## src/verilog/iwc_defines.svh

```systemverilog
// Constants of the interrupt and wake-up control block.
`ifndef IWC_DEFINES_SVH
`define IWC_DEFINES_SVH

// ----------------------------------------------------------------------------
// Register byte offsets
// ----------------------------------------------------------------------------
`define IWC_OFS_FLAGS    12'h000
`define IWC_OFS_ENABLE   12'h004
`define IWC_OFS_EDGE     12'h008
`define IWC_OFS_STACK    12'h00C
`define IWC_OFS_WAKE     12'h010
`define IWC_OFS_DIE      12'h014
`define IWC_OFS_STATUS   12'h018

// ----------------------------------------------------------------------------
// Widths, reset values, fields and timing
// ----------------------------------------------------------------------------
`define IWC_NLINES       7
`define IWC_NPINS        8
`define IWC_EDGE_W       14
`define IWC_SP_RST       8'h00
`define IWC_EDGE_RST     14'h0000
`define IWC_WAKE_FAST_BIT 5
`define IWC_VECTOR       16'h0010
`define IWC_SP_STEP      8'h02
`define IWC_LIGHT_WAKE_MASK 7'h78
`define IWC_WAKE_FAST_LRO   12'h02D
`define IWC_WAKE_NORM_LRO   12'hBB8
`define IWC_EDGE_BOTH    2'h0
`define IWC_EDGE_RISE    2'h1
`define IWC_EDGE_FALL    2'h2

`endif

```

## src/verilog/iwc_pkg.sv

```systemverilog
// Types shared by the interrupt and wake-up control block.
`default_nettype none
package iwc_pkg;

    // Sequencer states of the controller.
    typedef enum logic [2:0] {
        IWC_ST_RUN   = 3'b000,
        IWC_ST_POPA  = 3'b001,
        IWC_ST_POPB  = 3'b010,
        IWC_ST_SLEEP = 3'b011,
        IWC_ST_WAKE  = 3'b100
    } iwc_state_e;

    // Operating modes.
    typedef enum logic [1:0] {
        IWC_MODE_RUN   = 2'b00,
        IWC_MODE_LIGHT = 2'b01,
        IWC_MODE_DEEP  = 2'b10
    } iwc_mode_e;

    // Instruction strobes from the core, one cycle each.
    typedef struct packed {
        logic global_enable_instr;
        logic global_disable_instr;
        logic return_from_interrupt;
        logic push_acc_flags;
        logic pop_acc_flags;
        logic enter_light_sleep;
        logic enter_deep_sleep;
    } iwc_instr_s;

    // Stack memory port toward data memory.
    typedef struct packed {
        logic        we;
        logic        re;
        logic [7:0]  addr;
        logic [15:0] wdata;
    } iwc_mem_s;

    // Program counter redirect toward the core.
    typedef struct packed {
        logic        load;
        logic [15:0] value;
    } iwc_pc_s;

    // Accumulator and flag restore toward the core.
    typedef struct packed {
        logic       load;
        logic [7:0] acc;
        logic [7:0] flags;
    } iwc_af_s;

    // Power controls.
    typedef struct packed {
        logic       sys_clk_off;
        logic       osc_stop_all;
        logic       prog_mem_off;
        logic       cpu_hold;
        logic [2:0] timer_run;
    } iwc_pwr_s;

endpackage
`default_nettype wire

```

## src/verilog/iwc_edge.sv

```systemverilog
// Edge detector with rising, falling or both-edge selection.
`default_nettype none
`include "iwc_defines.svh"
module iwc_edge
    import iwc_pkg::*;
(
    // Clock and reset.
    input  wire logic       clk,
    input  wire logic       rst,
    // Level in, selection and event out.
    input  wire logic       level,
    input  wire logic [1:0] sel,
    output logic            pulse
);
    typedef struct packed {
        logic prev;
    } iwc_edge_s;

    iwc_edge_s st;
    iwc_edge_s next_st;

    // Remember the previous level.
    always_comb begin
        next_st      = st;
        next_st.prev = level;
    end

    // Decode the selected edge against the previous level.
    always_comb begin
        case (sel)
            `IWC_EDGE_RISE: pulse = level & ~st.prev;
            `IWC_EDGE_FALL: pulse = ~level & st.prev;
            default:        pulse = level ^ st.prev;
        endcase
    end

    // Register the state.
    always_ff @(posedge clk or posedge rst) begin
        if (rst) begin
            st <= '0;
        end else begin
            st <= next_st;
        end
    end
endmodule
`default_nettype wire

```

## src/verilog/iwc_wake_timer.sv

```systemverilog
// Wake-up delay counter timed in low-rate oscillator periods.
`default_nettype none
`include "iwc_defines.svh"
module iwc_wake_timer
    import iwc_pkg::*;
(
    // Clock and reset.
    input  wire logic clk,
    input  wire logic rst,
    // Control.
    input  wire logic start,
    input  wire logic fast,
    input  wire logic lro_tick,
    // Status.
    output logic      busy,
    output logic      done
);
    typedef struct packed {
        logic        busy;
        logic [11:0] cnt;
    } iwc_wt_s;

    iwc_wt_s st;
    iwc_wt_s next_st;

    // Load the selected delay, then count down one per oscillator period.
    always_comb begin
        next_st = st;
        done    = 1'b0;
        if (start) begin
            next_st.busy = 1'b1;
            next_st.cnt  = fast ? `IWC_WAKE_FAST_LRO : `IWC_WAKE_NORM_LRO;
        end else if (st.busy && lro_tick) begin
            if (st.cnt == 12'h001) begin
                next_st.busy = 1'b0;
                done         = 1'b1;
            end
            next_st.cnt = st.cnt - 12'h001;
        end
    end

    assign busy = st.busy;

    // Register the state.
    always_ff @(posedge clk or posedge rst) begin
        if (rst) begin
            st <= '0;
        end else begin
            st <= next_st;
        end
    end
endmodule
`default_nettype wire

```

## src/verilog/iwc_ctrl.sv

```systemverilog
// Interrupt flags, vectored entry and return, and sleep/wake control.
`default_nettype none
`include "iwc_defines.svh"
module iwc_ctrl
    import iwc_pkg::*;
#(
    parameter bit FAST_BOOT = 1'b0
)(
    // Clock and reset.
    input  wire logic        clk,
    input  wire logic        rst,
    // APB slave.
    input  wire logic        psel,
    input  wire logic        penable,
    input  wire logic        pwrite,
    input  wire logic [11:0] paddr,
    input  wire logic [31:0] pwdata,
    output logic      [31:0] prdata,
    output logic             pready,
    output logic             pslverr,
    // Request sources.
    input  wire logic [1:0]  ext_pin,
    input  wire logic [4:0]  periph_req,
    input  wire logic [7:0]  wake_pin,
    input  wire logic        low_rate_osc,
    // Core interface.
    input  wire iwc_instr_s  instr,
    input  wire logic        irq_boundary,
    input  wire logic [15:0] pc_in,
    input  wire logic [7:0]  acc_in,
    input  wire logic [7:0]  flags_in,
    output iwc_pc_s          pc_out,
    output iwc_af_s          af_out,
    output logic             irq_taken,
    // Stack memory.
    output iwc_mem_s         mem,
    input  wire logic [15:0] mem_rdata,
    // Timer clock sources and power controls.
    input  wire logic [2:0]  timer_clk_is_sys,
    input  wire logic [2:0]  timer_osc_en,
    output iwc_pwr_s         pwr
);
    // ------------------------------------------------------------------------
    // State
    // ------------------------------------------------------------------------
    typedef struct packed {
        iwc_state_e  state;
        iwc_mode_e   mode;
        logic        pop_af;
        logic        gie;
        logic [6:0]  flags;
        logic [6:0]  enable;
        logic [13:0] edge_sel;
        logic [7:0]  stack_pointer;
        logic [7:0]  wake_ctrl;
        logic [7:0]  die;
        logic [1:0]  ext_s1;
        logic [1:0]  ext_s2;
        logic [7:0]  pin_s1;
        logic [7:0]  pin_s2;
        logic [7:0]  pin_prev;
        logic        lro_s1;
        logic        lro_s2;
        logic        lro_prev;
        logic [31:0] prdata;
        logic        pready;
        logic        pslverr;
        iwc_pc_s     pc;
        iwc_af_s     af;
        logic        irq_taken;
        iwc_mem_s    mem;
        iwc_pwr_s    pwr;
    } iwc_ctrl_s;

    iwc_ctrl_s  st;
    iwc_ctrl_s  next_st;
    logic [6:0] line_level;
    logic [6:0] line_event;
    logic [7:0] pin_toggle;
    logic       lro_tick;
    logic       fast_sel;
    logic       wake_start;
    logic       wake_busy;
    logic       wake_done;
    logic       take_irq;
    logic       apb_wr;

    // Register read decode, used for read data and for the error answer.
    function automatic logic [32:0] rd_decode(input logic [11:0] a, input iwc_ctrl_s s);
        case (a)
            `IWC_OFS_FLAGS:  rd_decode = {1'b1, 25'h000_0000, s.flags};
            `IWC_OFS_ENABLE: rd_decode = {1'b1, 25'h000_0000, s.enable};
            `IWC_OFS_EDGE:   rd_decode = {1'b1, 18'h0_0000, s.edge_sel};
            `IWC_OFS_STACK:  rd_decode = {1'b1, 24'h00_0000, s.stack_pointer};
            `IWC_OFS_WAKE:   rd_decode = {1'b1, 24'h00_0000, s.wake_ctrl};
            `IWC_OFS_DIE:    rd_decode = {1'b1, 24'h00_0000, s.die};
            `IWC_OFS_STATUS: rd_decode = {1'b1, 26'h000_0000, s.state, s.mode, s.gie};
            default:         rd_decode = {1'b0, 32'h0000_0000};
        endcase
    endfunction

    // ------------------------------------------------------------------------
    // Request edge detection
    // ------------------------------------------------------------------------
    // Pins pass the synchroniser; on-chip requests are already on this clock.
    assign line_level = {periph_req, st.ext_s2};

    generate
        for (genvar i = 0; i < `IWC_NLINES; i++) begin : g_line
            iwc_edge u_edge (
                .clk   (clk),
                .rst   (rst),
                .level (line_level[i]),
                .sel   (st.edge_sel[2*i +: 2]),
                .pulse (line_event[i])
            );
        end
    endgenerate

    // Pin wake sources and oscillator tick, all from second synchroniser stages.
    assign pin_toggle = (st.pin_s2 ^ st.pin_prev) & st.die;
    assign lro_tick   = st.lro_s2 & ~st.lro_prev;
    assign fast_sel   = FAST_BOOT | st.wake_ctrl[`IWC_WAKE_FAST_BIT];
    assign take_irq   = (st.state == IWC_ST_RUN) && irq_boundary && st.gie
                        && |(st.flags & st.enable);
    assign apb_wr     = psel & penable & pwrite & st.pready;
    assign wake_start = (st.state == IWC_ST_SLEEP) &&
                        ((|pin_toggle) ||
                         (st.mode == IWC_MODE_LIGHT &&
                          |(line_event & `IWC_LIGHT_WAKE_MASK)));

    iwc_wake_timer u_wake (
        .clk      (clk),
        .rst      (rst),
        .start    (wake_start),
        .fast     (fast_sel),
        .lro_tick (lro_tick),
        .busy     (wake_busy),
        .done     (wake_done)
    );

    // ------------------------------------------------------------------------
    // Next-state logic
    // ------------------------------------------------------------------------
    // Pulses default low each cycle; the sequencer raises them for one cycle.
    always_comb begin
        logic [32:0] rd;
        rd               = rd_decode(paddr, st);
        next_st          = st;
        next_st.ext_s1   = ext_pin;
        next_st.ext_s2   = st.ext_s1;
        next_st.pin_s1   = wake_pin;
        next_st.pin_s2   = st.pin_s1;
        next_st.pin_prev = st.pin_s2;
        next_st.lro_s1   = low_rate_osc;
        next_st.lro_s2   = st.lro_s1;
        next_st.lro_prev = st.lro_s2;
        next_st.mem      = '0;
        next_st.mem.addr = st.mem.addr;
        next_st.pc.load  = 1'b0;
        next_st.af.load  = 1'b0;
        next_st.irq_taken = 1'b0;

        // Register bus: data captured in setup, answered in the access phase.
        next_st.pready  = psel & ~penable;
        next_st.pslverr = psel & ~penable & ~rd[32];
        next_st.prdata  = (psel & ~penable & ~pwrite) ? rd[31:0] : 32'h0000_0000;
        if (apb_wr && !st.pslverr) begin
            case (paddr)
                `IWC_OFS_FLAGS:  next_st.flags = st.flags & pwdata[6:0];
                `IWC_OFS_ENABLE: next_st.enable = pwdata[6:0];
                `IWC_OFS_EDGE:   next_st.edge_sel = pwdata[13:0];
                `IWC_OFS_STACK:  next_st.stack_pointer = pwdata[7:0];
                `IWC_OFS_WAKE:   next_st.wake_ctrl = pwdata[7:0];
                `IWC_OFS_DIE:    next_st.die = pwdata[7:0];
                default:         next_st.flags = next_st.flags;
            endcase
        end
        // Hardware set wins over a clearing write, regardless of enables.
        next_st.flags = next_st.flags | line_event;

        // Sequencer.
        case (st.state)
            IWC_ST_RUN: begin
                if (take_irq) begin
                    next_st.mem.we        = 1'b1;
                    next_st.mem.addr      = st.stack_pointer;
                    next_st.mem.wdata     = pc_in;
                    next_st.stack_pointer = st.stack_pointer + `IWC_SP_STEP;
                    next_st.gie           = 1'b0;
                    next_st.pc.load       = 1'b1;
                    next_st.pc.value      = `IWC_VECTOR;
                    next_st.irq_taken     = 1'b1;
                end else if (instr.return_from_interrupt || instr.pop_acc_flags) begin
                    next_st.mem.re        = 1'b1;
                    next_st.mem.addr      = st.stack_pointer - `IWC_SP_STEP;
                    next_st.stack_pointer = st.stack_pointer - `IWC_SP_STEP;
                    next_st.pop_af        = instr.pop_acc_flags;
                    next_st.state         = IWC_ST_POPA;
                end else if (instr.push_acc_flags) begin
                    next_st.mem.we        = 1'b1;
                    next_st.mem.addr      = st.stack_pointer;
                    next_st.mem.wdata     = {acc_in, flags_in};
                    next_st.stack_pointer = st.stack_pointer + `IWC_SP_STEP;
                end else if (instr.enter_light_sleep || instr.enter_deep_sleep) begin
                    next_st.mode  = instr.enter_deep_sleep ? IWC_MODE_DEEP
                                                           : IWC_MODE_LIGHT;
                    next_st.state = IWC_ST_SLEEP;
                end else if (instr.global_enable_instr) begin
                    next_st.gie = 1'b1;
                end else if (instr.global_disable_instr) begin
                    next_st.gie = 1'b0;
                end
            end
            IWC_ST_POPA: begin
                next_st.state = IWC_ST_POPB;
            end
            IWC_ST_POPB: begin
                if (st.pop_af) begin
                    next_st.af.load  = 1'b1;
                    next_st.af.acc   = mem_rdata[15:8];
                    next_st.af.flags = mem_rdata[7:0];
                end else begin
                    next_st.pc.load  = 1'b1;
                    next_st.pc.value = mem_rdata;
                    next_st.gie      = 1'b1;
                end
                next_st.state = IWC_ST_RUN;
            end
            IWC_ST_SLEEP: begin
                if (wake_start) begin
                    next_st.state = IWC_ST_WAKE;
                end
            end
            IWC_ST_WAKE: begin
                if (wake_done) begin
                    next_st.state = IWC_ST_RUN;
                    next_st.mode  = IWC_MODE_RUN;
                end
            end
            default: begin
                next_st.state = IWC_ST_RUN;
            end
        endcase

        // Power controls follow the next state so they line up with it.
        next_st.pwr.cpu_hold     = next_st.state != IWC_ST_RUN;
        next_st.pwr.sys_clk_off  = next_st.state == IWC_ST_SLEEP ||
                                   next_st.state == IWC_ST_WAKE;
        next_st.pwr.osc_stop_all = next_st.state == IWC_ST_SLEEP &&
                                   next_st.mode == IWC_MODE_DEEP;
        next_st.pwr.prog_mem_off = next_st.state == IWC_ST_SLEEP;
        // Timers with their oscillator off halt; while the system clock is off, timers on it halt too; deep sleep halts all.
        if (next_st.state == IWC_ST_SLEEP && next_st.mode == IWC_MODE_DEEP) begin
            next_st.pwr.timer_run = 3'h0;
        end else if (next_st.pwr.sys_clk_off) begin
            next_st.pwr.timer_run = ~timer_clk_is_sys & timer_osc_en;
        end else begin
            next_st.pwr.timer_run = timer_osc_en;
        end
    end

    // Register the state; outputs are taken straight from it.
    always_ff @(posedge clk or posedge rst) begin
        if (rst) begin
            st               <= '0;
            st.state         <= IWC_ST_RUN;
            st.mode          <= IWC_MODE_RUN;
            st.edge_sel      <= `IWC_EDGE_RST;
            st.stack_pointer <= `IWC_SP_RST;
            st.pwr.timer_run <= 3'h0;
        end else begin
            st <= next_st;
        end
    end

    assign prdata    = st.prdata;
    assign pready    = st.pready;
    assign pslverr   = st.pslverr;
    assign pc_out    = st.pc;
    assign af_out    = st.af;
    assign irq_taken = st.irq_taken;
    assign mem       = st.mem;
    assign pwr       = st.pwr;

    // ------------------------------------------------------------------------
    // Assertions
    // ------------------------------------------------------------------------
    property p_entry_vector;
        @(posedge clk) disable iff (rst)
        take_irq |=> pc_out.load && pc_out.value == `IWC_VECTOR && !st.gie;
    endproperty
    a_entry_vector: assert property (p_entry_vector) else $error("no vector jump");

    property p_entry_push;
        @(posedge clk) disable iff (rst)
        take_irq |=> mem.we && mem.addr == $past(st.stack_pointer)
                     && st.stack_pointer == $past(st.stack_pointer) + `IWC_SP_STEP;
    endproperty
    a_entry_push: assert property (p_entry_push) else $error("bad push");

    property p_return;
        @(posedge clk) disable iff (rst)
        (st.state == IWC_ST_RUN && !take_irq && instr.return_from_interrupt)
        |=> mem.re && st.stack_pointer == $past(st.stack_pointer) - `IWC_SP_STEP
        ##1 1'b1 ##1 pc_out.load && st.gie;
    endproperty
    a_return: assert property (p_return) else $error("bad return");

    property p_flag_masked;
        @(posedge clk) disable iff (rst)
        (line_event & ~st.enable) != 7'h00
        |=> (st.flags & $past(line_event)) == $past(line_event);
    endproperty
    a_flag_masked: assert property (p_flag_masked) else $error("flag lost");

    property p_flag_hw_only;
        @(posedge clk) disable iff (rst)
        ((st.flags & ~$past(st.flags)) & ~$past(line_event)) == 7'h00;
    endproperty
    a_flag_hw_only: assert property (p_flag_hw_only) else $error("flag set by sw");

    property p_no_take_without_gie;
        @(posedge clk) disable iff (rst)
        !st.gie |=> !irq_taken;
    endproperty
    a_no_take_without_gie: assert property (p_no_take_without_gie) else $error("gie");

    property p_deep_pin_only;
        @(posedge clk) disable iff (rst)
        (st.state == IWC_ST_SLEEP && st.mode == IWC_MODE_DEEP && pin_toggle == 8'h00)
        |=> st.state == IWC_ST_SLEEP && pwr.osc_stop_all;
    endproperty
    a_deep_pin_only: assert property (p_deep_pin_only) else $error("deep woke");

    property p_sleep_entry;
        @(posedge clk) disable iff (rst)
        (st.state == IWC_ST_RUN && !take_irq && instr.enter_light_sleep
         && !instr.return_from_interrupt && !instr.pop_acc_flags && !instr.push_acc_flags)
        |=> pwr.sys_clk_off && pwr.cpu_hold && pwr.prog_mem_off && !pwr.osc_stop_all;
    endproperty
    a_sleep_entry: assert property (p_sleep_entry) else $error("light sleep");

    property p_wake_hold;
        @(posedge clk) disable iff (rst)
        wake_start |=> pwr.cpu_hold throughout (wake_busy [*8]);
    endproperty
    a_wake_hold: assert property (p_wake_hold) else $error("core ran early");

    c_irq:   cover property (@(posedge clk) disable iff (rst) irq_taken);
    c_ret:   cover property (@(posedge clk) disable iff (rst) pc_out.load && st.gie);
    c_wake:  cover property (@(posedge clk) disable iff (rst) wake_done);
    c_clear: cover property (@(posedge clk) disable iff (rst) apb_wr && paddr == `IWC_OFS_FLAGS);
endmodule
`default_nettype wire

```

## config.mk

```make
export PLATFORM = sky130hd
export DESIGN_NAME = iwc_ctrl
export DESIGN_NICKNAME = d
export VERILOG_FILES = /design/src/verilog/iwc_pkg.sv /design/src/verilog/iwc_edge.sv /design/src/verilog/iwc_wake_timer.sv /design/src/verilog/iwc_ctrl.sv
export VERILOG_INCLUDE_DIRS = /design/src /design/src/verilog
export SDC_FILE = /design/constraint.sdc
export NUM_CORES = 1
export LEC_CHECK = 0
export ABC_AREA = 1
export BUFFER_PORTS_ARGS = -buffer_cell sky130_fd_sc_hd__buf_2
export CORE_MARGIN = 8
export CORE_UTILIZATION = 35
export CTS_CLUSTER_SIZE = 24
export DETAILED_ROUTE_END_ITERATION = 10
export GPL_ROUTABILITY_DRIVEN = 0
export SYNTH_ARGS = -nofsm -noshare
export SYNTH_HDL_FRONTEND = slang
export SYNTH_SLANG_ARGS = --single-unit
```

## constraint.sdc

```tcl
create_clock -name clk -period 10.6 [get_ports clk]
set_input_delay 1.59 -clock clk [delete_from_list [all_inputs] [get_ports clk]]
set_output_delay 1.59 -clock clk [all_outputs]
set_load 0.01 [all_outputs]
```

* Word-level counts from Yosys, hierarchy flattened
Index checks and enable logic that the tools add are counted.
** Storage, ports and cells
- Flip-flop bits (word level) :: 212
- Word-level logic and storage cells :: 234
- Input port bits :: 127
- Output and inout port bits :: 102
** Operators by class
- Bitwise logic cells :: 54
- Eq/ne operators :: 35
- Add/subtract/negate cells :: 3
- Muxes and demuxes :: 64
- Reduce and logical (&&, ||, !) cells :: 33
** Operators with widths (number)
- $pmux W33 S7 :: 1
- $mux W17 :: 4
- $mux W8 :: 8
- $mux W52 :: 1
- $mux W24 :: 2
- $eq A12 B5 Y1 const B :: 3
- $pmux W17 S2 :: 1
- $mux W32 :: 1
- $mux W27 :: 1
- $mux W13 :: 2
- $eq A12 B4 Y1 const B :: 2
- $and A1 B1 Y1 :: 21
- $not A1 Y1 :: 19
- $mux W1 :: 18
- $eq A2 B1 Y1 const B :: 8
- $eq A2 B2 Y1 const B :: 8
- $mux W16 :: 1
- $pmux W1 S2 :: 8
- $mux W5 :: 3
- $and A7 B7 Y7 :: 2
- $mux W14 :: 1
- $mux W7 :: 2
- $reduce_and A2 Y1 :: 7
- $eq A12 B1 Y1 const B :: 1
- 34 further kinds :: 64

* Depth between registers and ports, before layout
- Depth after elaboration :: 14
- Gate-level depth with buffers :: 18
- Depth with buffers taken out :: 17

* By module
Synthesis repeated with hierarchy kept, for this count alone.
** Second synthesis, totals
- Cells, all modules :: 1137
- Area total of the unflattened synthesis :: 9880.7 µm²
** Modules (own cells, without submodules)
- iwc_ctrl :: cells an instance 907, instances 1, sequential area each 4354.2 µm², area an instance 8236.6 µm²
- iwc_edge :: cells an instance 17, instances 7, sequential area each 25.0 µm², area an instance 122.6 µm²
- iwc_wake_timer :: cells an instance 111, instances 1, sequential area each 325.3 µm², area an instance 785.8 µm²

* Least setup slack after synthesis
Ideal clock, no wire load.
- Path type :: input port to flip-flop
- From :: input periph_req[4]
- To :: register, netlist name pwr[0]
- Buffers on the path :: 1
- Data required time :: 10.483 ns
- Slack :: 7.530 ns
- Arrival :: 2.953 ns
- Cell stages on the path :: 16
- Library setup time :: 0.117 ns
- Path through :: inv_1 ha_1 or2_1 nand2_1 nor2_1 nand2_1 nand2_1 nand2_1 nand2_2 buf_6 nand2_2 nand2_1 nand2_1 nand3_2 nor2_4 nor2_1
** RTL lines
- start: declaration :: line iwc_ctrl.sv:23 : input wire logic [4:0] periph_req,

* Final worst setup path
- From :: input periph_req[4]
- To :: register u_wake.st[0] (netlist name)
** On the way
- Longest elaborated chain between the ends :: 8
- Elaborated cells between the ends (all ways) :: 11
- Those cells by class :: mux (2); bitwise (4); reduce/logical (5)
** Ends and longest elaborated chain
- $not A1 Y1 :: line iwc_edge.sv:32 : `IWC_EDGE_FALL: pulse = ~level & st.prev;
- $and A1 B1 Y1 :: line iwc_edge.sv:32
- $pmux W1 S2 (*) :: line iwc_edge.sv:30 : case (sel)
- $reduce_or A4 Y1 (*) :: line iwc_ctrl.sv:130 : |(line_event & `IWC_LIGHT_WAKE_MASK)));
- $logic_and A1 B1 Y1 (*) :: line iwc_ctrl.sv:129 : (st.mode == IWC_MODE_LIGHT &&
- $logic_or A1 B1 Y1 (*) :: line iwc_ctrl.sv:128 : ((|pin_toggle) ||
- $logic_and A1 B1 Y1 (*) :: line iwc_ctrl.sv:127 : assign wake_start = (st.state == IWC_ST_SLEEP) &&
- $mux W13 / $reduce_bool A2 Y1 (equally long branches)
- end signal: assignment :: line iwc_wake_timer.sv:49 : st <= next_st;
- end: declaration :: line iwc_wake_timer.sv:23 : iwc_wt_s st;
Mark *: on every way between the ends. The rest lies on a longest branch, timed or not.
A chain may end at the register's enable or synchronous reset.

==> results.py <==
metrics = {
    "synth": {
        "syn_avg_cell_area_um2": 9.01,
        "synth_warnings": 0,
        "yosys.area.top_type": "dfrtp_1",
        "mappedNetlistArea_um2": 9720,
        "synth-seq-cells": 194,
        "synth-edff-count": 0,
        "synth.distinct_cells": 53,
        "post-synth-top-count-cell": "nand2_1",
        "synth_ff_type": "dfrtp_1",
        "synth_common_cells": "222 x nand2_1, 194 x dfrtp_1, 126 x inv_1, 102 x buf_4, 81 x o21ai_0",
        "synthCells": 1079,
        "yosys.area.top_type_share_pct": 49.9,
        "synthArstFlopShare_pct": 100,
        "synth.yosys.seq_area_share_pct": 49.9,
        "synth_area_leaders": "dfrtp_1 50%, nand2_1 8.6%, buf_4 7.9%",
    },
    "power_and_ir_drop": {
        "power_leakage_nw": 5.53,
        "p_clk_share_pct": 29.6,
        "max-vdd-ir-drop_mv": 0.106,
        "powerDensity_nw_per_um2": 209,
        "switchingPower_mw": 0.835,
        "combPwrFrac_pct": 27.8,
        "power_mw": 2.29,
        "p_int_mw": 1.46,
        "swShare_pct": 36.4,
        "p_seq_share_pct": 42.6,
    },
    "clock_tree": {
        "postCtsSetupBuffers": 0,
        "cts-buffers-inserted": 17,
        "cts_tree": "done",
        "cts-resized-gates": 0,
        "cts_buffer_depth": 2,
        "clk_latency_ns": 0.43,
        "cts.sinks": 194,
        "cts-root-buf": "clkbuf_16",
        "cts_hold_buf": 0,
        "cts_max_level": 4,
        "cts.clk_slew.worst_paths_ns": 0.08,
    },
    "floorplan": {
        "start_util_pct": 35.3,
        "core_area_um2": 27600,
        "io_pins": 229,
        "die_x_um": 183,
        "die_h_um": 183,
        "dieArea_um2": 33400,
        "fp-row-count": 61,
    },
    "timing": {
        "maxSlewHeadroom_pct": 26.9,
        "period_needed_ns": 3.13,
        "setup_ws_ns": 7.47,
        "slew_violations": 0,
        "tns_ns": 0,
        "setup_viol": 0,
        "rsz0062_at_grt": "no",
        "max_freq_mhz": 319,
        "clock_skew_ns": 0.0129,
        "hold_viol_final": 0,
        "worst_pin_slew_ns": 1.09,
        "fin_crit_sh_pct": 29.6,
    },
    "critical_path": {
        "worstSetupEndpointType": "register",
        "critPathMaxFanout": 11,
        "start_kind": "input port",
        "criticalPathCategory": "in2reg",
        "critPathArrivalTime_ns": 3.45,
        "required_ns": 10.92,
    },
    "grt": {
        "grt_use_total_pct": 14.1,
        "antenna_found_initial": 1,
        "grt_overflow": 0,
        "grt_pass1_wl_um": 37500,
        "grt_pass1_vias": 6994,
        "grt_max_degree": 140,
    },
    "layout": {
        "syn2layout_area_growth_pct": 13.1,
        "layout.nets": 1346,
        "drive_gt1_share_pct": 24.0,
    },
    "drt": {
        "wire_per_inst_um": 14.8,
        "drc": 0,
        "vias_per_cell": 4.51,
        "wirelength_um": 23300,
        "drt-pass1-iter-count": 5,
        "drtIter0Drc": 368,
        "antenna_left": 0,
        "num_vias": 7127,
    },
    "placed_design": {
        "pre_cts_ws_ns": 7.03,
        "numPortBuffers": 192,
        "place_hpwl_um": 17700,
    },
    "min_path": {
        "hp-class": "reg2reg",
    },
    "job": {
        "cap_viol_max_count": 0,
    },
    "run_status": {
        "status": "completed",
    },
}
-- cells in the final DEF (no fill, tap or decap), drive strengths merged, types with 6 or more instances in the layout --
master / netlist / final
o211ai: 8 / 8
clkbuf: 8 / 17
conb: 1 / 18
mux2: 6 / 6
a31oi: 8 / 8
nand3: 61 / 61
nand2: 235 / 235
nor2: 69 / 69
clkinv: 3 / 11
a21oi: 15 / 15
buf: 113 / 193
nor4: 7 / 7
nor3: 18 / 18
dfrtp: 194 / 194
inv: 135 / 141
xor2: 17 / 17
o21ai: 115 / 115
ha: 32 / 32
nand4: 6 / 6
-- worst paths after layout --
path / startpoint / endpoint / slack (ns) / cells after the start
worst max register to register: st[180] / pwr[2] / 8.29 / 12
worst max-delay path: periph_req[4] / u_wake.st[0] / 7.47 / 16
max in group asynchronous: rst / mem[13] / 8.03 / 3
worst min register to register: next_st[113] / next_st[105] / 0.35 / 0
worst min-delay path: next_st[113] / next_st[105] / 0.35 / 0
min in group asynchronous: rst / st[140] / 1.31 / 2
-- state kept, by name (all words and copies together), names as in the netlist, 2 cells and up --
register	cells
st	67
mem	26
next_st	20
af_out	17
pc_out	17
prdata	14
u_wake.st	12
g_line.u_edge.st	7
pwr	7
line_level	2
-- metrics by stage --
stage	hold slack [ns]	util (%)	instances	instance area [um2]
floorplan	0.331	-	1096	9790
global route	0.356	39.9	1579	11000
global placement	0.332	37.6	1546	10400
detailed placement	0.335	37.6	1546	10400
finish	0.352	39.9	1579	11000
CTS	0.353	39.9	1578	11000
-- worst max-delay path, cell delays in order --
cell	delay, ns
buf_2	0.10
inv_1	0.04
ha_1	0.26
or2_1	0.25
nand2_1	0.08
nor2_1	0.04
nand2_1	0.12
nand2_1	0.09
nand2_1	0.08
nand2_2	0.16
inv_2	0.19
nand2_1	0.11
nand2_2	0.14
inv_1	0.05
o21ai_0	0.06
o21ai_0	0.09
-- power groups by stage --
stage / Combinational [mW] / Sequential (mW) / Clock [mW]
2_1_floorplan: 0.568 / 0.965 / 0
3_3_place_gp: 0.637 / 0.989 / 0
3_5_place_dp: 0.648 / 0.993 / 0
4_1_cts: 0.649 / 0.979 / 0.698
5_1_grt: 0.725 / 1.00 / 0.731
6_report: 0.638 / 0.977 / 0.680
-- layer usage --
metal | wire [um] | track usage (%) | part of all wire, %
met2 | 10500 | 22.0 | 45
met5 | 0 | 0 | 0
met4 | 489 | 4.56 | 2.1
met3 | 1720 | 3.56 | 7.4
met1 | 10600 | 18.7 | 45
-- area by class of cell --
| cell class | instances | area, um2 |
|---|---|---|
| inverters | 138 | 529 |
| diodes | 1 | 2.50 |
| well taps | 378 | 473 |
| repair buffers | 193 | 968 |
| clock buffers | 17 | 425 |
| multi-input cells | 643 | 3540 |
| fillers | 2782 | 16600 |
| flip-flops and latches | 194 | 4850 |
| clock inverters | 15 | 210 |
-- cells by family after synthesis --
logic type,Yosys count,synth area share [%]
DFF,194,49.9
adders and majority gates,32,4.12
muxes,6,0.695
buffers and inverters,259,14.3
other,1,0.0386
xor gates and xnor gates,20,1.80
and+or+nand+nor,401,19.3
AOI/OAI and AO/OA,166,9.78
Power figures use the tool's default switching activity.
